$ cat src/rtl/vstcfg_pkg.sv
// Package: register map, field positions, reset values and state codes for the sync timing block
package vstcfg_pkg;
	localparam int          VSTCFG_ADDR_W         = 12;
	localparam int          VSTCFG_DATA_W         = 8;
	// Register byte addresses
	localparam logic [11:0] VSTCFG_VS_LOW_TOP     = 12'h3E4;
	localparam logic [11:0] VSTCFG_VS_LOW_MID     = 12'h3E5;
	localparam logic [11:0] VSTCFG_VS_LOW_LO      = 12'h3E6;
	localparam logic [11:0] VSTCFG_DELAY_HI       = 12'h3E7;
	localparam logic [11:0] VSTCFG_DELAY_MID      = 12'h3E8;
	localparam logic [11:0] VSTCFG_DELAY_LO       = 12'h3E9;
	localparam logic [11:0] VSTCFG_HS_HIGH_HI     = 12'h3EA;
	localparam logic [11:0] VSTCFG_HS_HIGH_LO     = 12'h3EB;
	localparam logic [11:0] VSTCFG_HS_LOW_HI      = 12'h3EC;
	localparam logic [11:0] VSTCFG_HS_LOW_LO      = 12'h3ED;
	localparam logic [11:0] VSTCFG_PULSES_HI      = 12'h3EE;
	localparam logic [11:0] VSTCFG_PULSES_LO      = 12'h3EF;
	// Register window: lowest address and number of byte registers
	localparam logic [11:0] VSTCFG_BASE           = 12'h3E4;
	localparam int          VSTCFG_NREG           = 12;
	localparam logic [7:0]  VSTCFG_RESET_BYTE     = 8'h00;
	localparam logic [7:0]  VSTCFG_UNMAPPED_BYTE  = 8'h00;
	// Field positions inside the wide counts
	localparam int          VSTCFG_TOP_LSB        = 16;
	localparam int          VSTCFG_MID_LSB        = 8;
	localparam int          VSTCFG_BOT_LSB        = 0;
	localparam int          VSTCFG_CNT_W          = 24;
	// Timing counter phases
	typedef enum logic [1:0]
	{
		VSTCFG_H_IDLE  = 2'b00,
		VSTCFG_H_DELAY = 2'b01,
		VSTCFG_H_HIGH  = 2'b10,
		VSTCFG_H_LOW   = 2'b11
	} vstcfg_hstate_t;
endpackage : vstcfg_pkg

$ cat src/rtl/vstcfg_regs.sv
// Byte-wide configuration register file with read-back, reached over the configuration port
`timescale 1ns/1ns
module vstcfg_regs
(
	input  wire logic                           clock,
	input  wire logic                           arst_n,
	input  wire logic                           cfg_write,
	input  wire logic [vstcfg_pkg::VSTCFG_ADDR_W-1:0] cfg_addr,
	input  wire logic [7:0]                     cfg_wdata,
	output logic      [7:0]                     cfg_rdata,
	output logic      [8*vstcfg_pkg::VSTCFG_NREG-1:0] reg_flat
);
	import vstcfg_pkg::*;

	logic [7:0] regs      [VSTCFG_NREG];
	logic [7:0] next_regs [VSTCFG_NREG];
	logic [7:0] next_cfg_rdata;

	// Index of an address inside the window; out-of-window addresses give an illegal index
	function automatic logic [11:0] reg_index(input logic [11:0] addr);
		reg_index = addr - VSTCFG_BASE;
	endfunction : reg_index

	// Write decode and read mux; unmapped reads answer zero
	always_comb
	begin
		logic [11:0] idx;
		idx = reg_index(cfg_addr);
		for (int i = 0; i < VSTCFG_NREG; i++)
			next_regs[i] = regs[i];
		next_cfg_rdata = VSTCFG_UNMAPPED_BYTE;
		if (idx < 12'(VSTCFG_NREG))
		begin
			next_cfg_rdata = regs[idx[3:0]];
			if (cfg_write)
				next_regs[idx[3:0]] = cfg_wdata;
		end
	end

	// Register storage and registered read data
	always_ff @(posedge clock or negedge arst_n)
	begin
		if (!arst_n)
		begin
			for (int i = 0; i < VSTCFG_NREG; i++)
				regs[i] <= VSTCFG_RESET_BYTE;
			cfg_rdata <= 8'h00;
		end
		else
		begin
			for (int i = 0; i < VSTCFG_NREG; i++)
				regs[i] <= next_regs[i];
			cfg_rdata <= next_cfg_rdata;
		end
	end

	// Flattened view, register at window index i in byte lane i
	always_comb
	begin
		for (int i = 0; i < VSTCFG_NREG; i++)
			reg_flat[8*i +: 8] = regs[i];
	end
endmodule : vstcfg_regs

$ cat src/rtl/vstcfg_timing.sv
// Top level: sync timing registers and the vertical/horizontal sync generator they steer
//
// Summary of operation
// - Vsync low count bits 15:8 own register.
// - Vsync low count bits 7:0 next address.
// - 24-bit vsync-to-hsync delay, top byte first.
// - Delay middle and bottom bytes follow, descending.
// - Hsync high 16-bit count, upper byte register.
// - Hsync high lower byte follows upper byte.
// - Hsync low 16-bit count, upper byte register.
// - Vsync low count bits 23:16 below middle.
// - Hsync low lower byte follows upper byte.
// - Emit per-frame count of hsync pulses.
`timescale 1ns/1ns
module vstcfg_timing
(
	input  wire logic                                 clock,
	input  wire logic                                 arst_n,
	input  wire logic                                 pixel_en,
	input  wire logic                                 cfg_write,
	input  wire logic [vstcfg_pkg::VSTCFG_ADDR_W-1:0] cfg_addr,
	input  wire logic [7:0]                           cfg_wdata,
	input  wire logic [23:0]                          vsync_high_count,
	output logic      [7:0]                           cfg_rdata,
	output logic                                      vsync_out,
	output logic                                      hsync_out
);
	import vstcfg_pkg::*;

	logic [8*VSTCFG_NREG-1:0] reg_flat;
	logic [23:0]              vsync_low_count;
	logic [23:0]              vert_to_horiz_delay;
	logic [15:0]              hsync_high_count;
	logic [15:0]              hsync_low_count;
	logic [15:0]              pulses_per_frame;

	vstcfg_hstate_t           hstate;
	vstcfg_hstate_t           next_hstate;
	logic [23:0]              vcount;
	logic [23:0]              next_vcount;
	logic [23:0]              hcount;
	logic [23:0]              next_hcount;
	logic [15:0]              pulse_count;
	logic [15:0]              next_pulse_count;
	logic                     next_vsync_out;
	logic                     next_hsync_out;
	logic                     vsync_fall;

	// Byte of the register at a given address, taken from the flat view
	function automatic logic [7:0] reg_byte(input logic [8*VSTCFG_NREG-1:0] f,
		input logic [11:0] addr);
		logic [11:0] idx;
		idx = addr - VSTCFG_BASE;
		reg_byte = f[8*idx[3:0] +: 8];
	endfunction : reg_byte

	// A period of zero is treated as one cycle so a phase never stalls forever
	function automatic logic [23:0] last_tick(input logic [23:0] period);
		last_tick = (period == 24'h000000) ? 24'h000000 : period - 24'h000001;
	endfunction : last_tick

	vstcfg_regs u_regs
	(
		.clock     (clock),
		.arst_n    (arst_n),
		.cfg_write (cfg_write),
		.cfg_addr  (cfg_addr),
		.cfg_wdata (cfg_wdata),
		.cfg_rdata (cfg_rdata),
		.reg_flat  (reg_flat)
	);

	// Assemble wide counts from the byte registers, most significant at the lowest address
	always_comb
	begin
		vsync_low_count[23:16]     = reg_byte(reg_flat, VSTCFG_VS_LOW_TOP);
		vsync_low_count[15:8]      = reg_byte(reg_flat, VSTCFG_VS_LOW_MID);
		vsync_low_count[7:0]       = reg_byte(reg_flat, VSTCFG_VS_LOW_LO);
		vert_to_horiz_delay[23:16] = reg_byte(reg_flat, VSTCFG_DELAY_HI);
		vert_to_horiz_delay[15:8]  = reg_byte(reg_flat, VSTCFG_DELAY_MID);
		vert_to_horiz_delay[7:0]   = reg_byte(reg_flat, VSTCFG_DELAY_LO);
		hsync_high_count[15:8]     = reg_byte(reg_flat, VSTCFG_HS_HIGH_HI);
		hsync_high_count[7:0]      = reg_byte(reg_flat, VSTCFG_HS_HIGH_LO);
		hsync_low_count[15:8]      = reg_byte(reg_flat, VSTCFG_HS_LOW_HI);
		hsync_low_count[7:0]       = reg_byte(reg_flat, VSTCFG_HS_LOW_LO);
		pulses_per_frame[15:8]     = reg_byte(reg_flat, VSTCFG_PULSES_HI);
		pulses_per_frame[7:0]      = reg_byte(reg_flat, VSTCFG_PULSES_LO);
	end

	// Vertical sync: free-running high/low alternation on pixel enables
	always_comb
	begin
		next_vcount    = vcount;
		next_vsync_out = vsync_out;
		vsync_fall     = 1'b0;
		if (pixel_en)
		begin
			if (vsync_out)
			begin
				if (vcount >= last_tick(vsync_high_count))
				begin
					next_vsync_out = 1'b0;
					next_vcount    = 24'h000000;
					vsync_fall     = 1'b1;
				end
				else
					next_vcount = vcount + 24'h000001;
			end
			else
			begin
				if (vcount >= last_tick(vsync_low_count))
				begin
					next_vsync_out = 1'b1;
					next_vcount    = 24'h000000;
				end
				else
					next_vcount = vcount + 24'h000001;
			end
		end
	end

	// Horizontal sync: delay from the vsync falling edge, then a counted pulse train
	always_comb
	begin
		next_hstate      = hstate;
		next_hcount      = hcount;
		next_pulse_count = pulse_count;
		next_hsync_out   = hsync_out;
		if (pixel_en)
		begin
			if (vsync_fall)
			begin
				// A new frame restarts the train even if the old one is unfinished
				next_hstate      = VSTCFG_H_DELAY;
				next_hcount      = 24'h000000;
				next_pulse_count = 16'h0000;
				next_hsync_out   = 1'b0;
			end
			else
			begin
				unique case (hstate)
					VSTCFG_H_IDLE:
						next_hsync_out = 1'b0;
					VSTCFG_H_DELAY:
						if (hcount >= last_tick(vert_to_horiz_delay))
						begin
							next_hcount = 24'h000000;
							if (pulses_per_frame == 16'h0000)
								next_hstate = VSTCFG_H_IDLE;
							else
							begin
								next_hstate    = VSTCFG_H_HIGH;
								next_hsync_out = 1'b1;
							end
						end
						else
							next_hcount = hcount + 24'h000001;
					VSTCFG_H_HIGH:
						if (hcount >= last_tick({8'h00, hsync_high_count}))
						begin
							next_hcount      = 24'h000000;
							next_hsync_out   = 1'b0;
							next_pulse_count = pulse_count + 16'h0001;
							if (pulse_count + 16'h0001 >= pulses_per_frame)
								next_hstate = VSTCFG_H_IDLE;
							else
								next_hstate = VSTCFG_H_LOW;
						end
						else
							next_hcount = hcount + 24'h000001;
					VSTCFG_H_LOW:
						if (hcount >= last_tick({8'h00, hsync_low_count}))
						begin
							next_hcount    = 24'h000000;
							next_hstate    = VSTCFG_H_HIGH;
							next_hsync_out = 1'b1;
						end
						else
							next_hcount = hcount + 24'h000001;
				endcase
			end
		end
	end

	// State registers for both generators
	always_ff @(posedge clock or negedge arst_n)
	begin
		if (!arst_n)
		begin
			vcount      <= 24'h000000;
			vsync_out   <= 1'b1;
			hstate      <= VSTCFG_H_IDLE;
			hcount      <= 24'h000000;
			pulse_count <= 16'h0000;
			hsync_out   <= 1'b0;
		end
		else
		begin
			vcount      <= next_vcount;
			vsync_out   <= next_vsync_out;
			hstate      <= next_hstate;
			hcount      <= next_hcount;
			pulse_count <= next_pulse_count;
			hsync_out   <= next_hsync_out;
		end
	end
endmodule : vstcfg_timing

$ cat config.mk
export PLATFORM = sky130hd
export DESIGN_NAME = vstcfg_timing
export DESIGN_NICKNAME = d
export VERILOG_FILES = /design/src/rtl/vstcfg_pkg.sv /design/src/rtl/vstcfg_regs.sv /design/src/rtl/vstcfg_timing.sv
export SDC_FILE = /design/constraint.sdc
export NUM_CORES = 1
export LEC_CHECK = 0
export BUFFER_PORTS_ARGS = -buffer_cell sky130_fd_sc_hd__buf_2
export CAP_MARGIN = 0
export CORE_ASPECT_RATIO = 0.5
export CORE_MARGIN = 8
export CORE_UTILIZATION = 64
export DETAILED_ROUTE_END_ITERATION = 7
export PLACE_DENSITY = 0.88
export SKIP_LAST_GASP = 1
export SLEW_MARGIN = 5
export SYNTH_ARGS = -nofsm -noshare
export SYNTH_HDL_FRONTEND = slang
export SYNTH_SLANG_ARGS = --single-unit
$ cat constraint.sdc
create_clock -name clock -period 4.4 [get_ports clock]
set_clock_uncertainty 0.15 [all_clocks]
set_input_delay 0.22 -clock clock [delete_from_list [all_inputs] [get_ports clock]]
set_output_delay 0.22 -clock clock [all_outputs]
set_load 0.02 [all_outputs]
==> run_results.csv <==
group,metric,value,unit
outcome,status,"complete, no violations",
detailed_routing,wl_per_cell,22.59,microns
global_routing,gr-total-overflow,0,
global_routing,grt_start_max_net_pins,113,
critical_path,worst-setup-path-type,"reg -> reg",
critical_path,crit_path_end_kind,"register",
logic_synthesis,synthMuxAreaShare,0.1325,
global_routing,met3_usage,0.08013,
finish,nFillCells,1443,
global_routing,use_met1,0.4055,
placement,numPortBuffers,57,
global_routing,antenna_found_initial,0,
placement,dp_hpwl,32010,microns
finish,fin_cells,1989,
logic_synthesis,synth_xor_area_frac,0.07614,
logic_synthesis,synthSimpleGateAreaFrac,0.2054,
finish,diodes,0,
power_and_ir_drop,power,5758,uW
timing,worst_pin_slew,1.059,ns
die,num_io_pins,58,
detailed_routing,drt-total-wl,44930,microns
timing,slew_headroom,0.2940,
critical_path,required,4.63,ns
critical_path,cp_data_arrival_time,4.55,ns
critical_path,startpoint_type,"register",
placement,dp_slack,-0.1139,ns
clock_network,clkSinkCount,172,
timing,setup-violations-final,0,
detailed_routing,postRouteAntennaNets,0,
global_routing,grt_pass1_wl,69790,microns
power_and_ir_drop,vdd_drop_max,0.2325,mV
logic_synthesis,synth_cell_types,78,
timing,fin_crit_sh,0.9808,
clock_network,cts_tree,"yes",
power_and_ir_drop,p_per_area,350.4,nW/um^2
placement,routabilityCongestion,0.9804,
clock_network,clk_pin_slew,0.07,ns
global_routing,busiest_layer,"met2",
global_routing,use_met2,0.5179,
placement,place_inst,1947,
timing,fin_crit,4.316,ns
logic_synthesis,synth_area,14260,sq um
power_and_ir_drop,p_leak,0.007964,uW
die,core,21780,sq um
logic_synthesis,synth_edf_count,0,
die,initial_core_util,0.6550,
placement,placed_area,15490,sq um
timing,tns,0,ns
logic_synthesis,synth_top_family_by_area,"simple AND/OR/NAND/NOR gates",
logic_synthesis,async_flop_share,1.000,
logic_synthesis,synth_ff_type,"dfrtp_1",
die,die_h,121.6,microns
die,die-area,27610,sq um
logic_synthesis,synth_adder_area_share,0.1316,
global_routing,grt_util_all_layers,0.3195,
timing,fmax,231.7,MHz
logic_synthesis,synth_warnings,0,
detailed_routing,first_pass_iters,6,
clock_network,cts_max_path_buffers,2,
clock_network,htreeDepth,4,
logic_synthesis,syn_area_per_cell,9.298,sq um
detailed_routing,first_iter_violations,1708,
timing,fin_ws,0.08439,ns
timing,slew_viol_final,0,
job,max_cap_viol_count,0,
clock_network,clkLatencyLatePin,0.46,ns
detailed_routing,vias,13490,
clock_network,clockRootBuffer,"clkbuf_16",
finish,layout-drive-gt1-share,0.2351,
logic_synthesis,yosysSeqAreaShare,0.3018,
logic_synthesis,synth-compound-area-share,0.1218,
global_routing,grt_pass1_vias,13160,
logic_synthesis,synth_seq_cells,172,
die,fp-row-count,38,
clock_network,numCtsBuffers,17,
die,die_x,227.1,microns
detailed_routing,avgViaCountPerCell,6.782,
finish,syn_to_final_growth,15.21,%
critical_path,cp_max_fo,8,
finish,finalNetCount,1876,
hold_path,hold_class,"in -> reg",
finish,design_area,16430,sq um
timing,hold_violations,0,
logic_synthesis,synthCells,1534,
detailed_routing,drc,0,
==> state kept, by name, indices dropped and copies added (netlist names) <==
name,count
vcount,24
vsync_out,1
pulse_count,16
u_regs.cfg_rdata,8
hstate,2
u_regs.reg_flat,96
hsync_out,1
hcount,24
==> per-layer routing <==
layer,wire length (microns),vias to the layer above
met5,0,-
met1,17650,6508
li1,-,5927
met4,1887,0
met3,4742,196
met2,20650,859
==> timing repair <==
| action | 4_1_cts | 5_1_grt |
|---|---|---|
| resized for setup | 2 | 53 |
| buffers inserted | 2 | 9 |
| pin swaps | 1 | 16 |
| endpoints found under the setup margin | 14 | 67 |
| hold endpoints to repair | 110 | 0 |
| hold buffers | 1 | 0 |
==> cell usage after synthesis, types with 34 or more instances <==
master	n	area [sq um]
xnor2_1	54	473.0
dfrtp_1	171	4279
o21ai_0	41	205.2
mux2_2	107	1205
nor3_1	51	255.2
nor2_1	110	412.9
ha_1	150	1877
nand2_1	180	675.7
xor2_1	70	613.1
a21oi_1	72	360.4
clkbuf_1	34	127.6
inv_1	46	172.7
nand3_1	56	280.3
==> per-stage QoR <==
stage          utilization  hold slack (ns)
3_3_place_gp        0.7114           0.2463
3_5_place_dp        0.7114           0.2657
5_1_grt             0.7547          0.08782
6_report            0.7547          0.07891
2_1_floorplan            -          -0.2256
4_1_cts             0.7412          0.05057
==> final cells by class <==
cell class                 count  area (sq um)  area share
timing repair buffer         164          1155     0.07028
sequential                   172          4305      0.2620
multi-input combinational   1276          9802      0.5965
inverter                      47         176.4     0.01074
tap                          300         375.4     0.02284
clock buffer                  18         429.2     0.02612
clock inverter                12         190.2     0.01157
==> layout by cell type (no fill, tap or decap), types with 9 or more instances in the layout <==
cell | synthesis | routed
nand2_1 | 180 | 178
dfrtp_1 | 171 | 171
ha_1 | 150 | 150
mux2_2 | 107 | 107
nor2_1 | 110 | 105
buf_4 | 3 | 100
xor2_1 | 70 | 70
a21oi_1 | 72 | 70
buf_2 | 11 | 56
nand3_1 | 56 | 55
xnor2_1 | 54 | 54
nor3_1 | 51 | 48
inv_1 | 46 | 45
o21ai_0 | 41 | 37
nand4_1 | 28 | 28
nor4_1 | 30 | 27
a21o_1 | 27 | 27
mux4_2 | 24 | 24
a22o_1 | 19 | 19
clkbuf_16 | 0 | 17
conb_1 | 1 | 16
and3_1 | 14 | 14
mux2i_1 | 13 | 13
nand2_2 | 10 | 12
and4_1 | 12 | 12
or3_1 | 15 | 11
nor2b_1 | 12 | 11
a211oi_1 | 11 | 11
o21a_1 | 11 | 11
nand2b_1 | 11 | 10
o211ai_1 | 10 | 10
or4_1 | 11 | 9
==> worst max-delay path: stages, from the launching register on <==
cell and delay, ns:
dfrtp_1 0.44, inv_2 0.10, ha_1 0.21, nand2_1 0.12
or3_4 0.38, nand2b_4 0.17, nor2b_2 0.21, nand2_1 0.15
buf_4 0.21, nand2_1 0.07, ha_1 0.24, a211oi_1 0.30
o21ai_0 0.20, o211ai_1 0.15, a21oi_2 0.11, buf_4 0.15
or2_4 0.24, o211ai_1 0.20, buf_4 0.19, a31oi_1 0.09
mux2i_1 0.14
==> worst paths after layout <==
path / start / to / slack (ns) / cells after the start
worst max-delay path: u_regs.reg_flat[73] / hcount[2] / 0.08 / 20
worst min-delay path: cfg_addr[2] / u_regs.cfg_rdata[6] / 0.08 / 3
worst max register to register: u_regs.reg_flat[73] / hcount[2] / 0.08 / 20
worst min register to register: pulse_count[10] / pulse_count[10] / 0.41 / 1
max in group asynchronous: arst_n / vcount[4] / 2.89 / 3
min in group asynchronous: arst_n / u_regs.reg_flat[42] / 0.31 / 2
==> logic make-up after synthesis <==
logic type                 Yosys count
and+or+nand+nor                    582
muxes                              145
adders and majority gates          150
DFF                                172
AOI/OAI and AO/OA                  259
other                                1
buffers and inverters              101
xor gates and xnor gates           124
==> report_power, final <==
part	total (uW)	internal, uW	switching (uW)
Sequential	2030	1690	337
Combinational	2080	908	1170
Clock	1650	954	699
Total	5760	3550	2210
(Power assumes the default switching activity.)
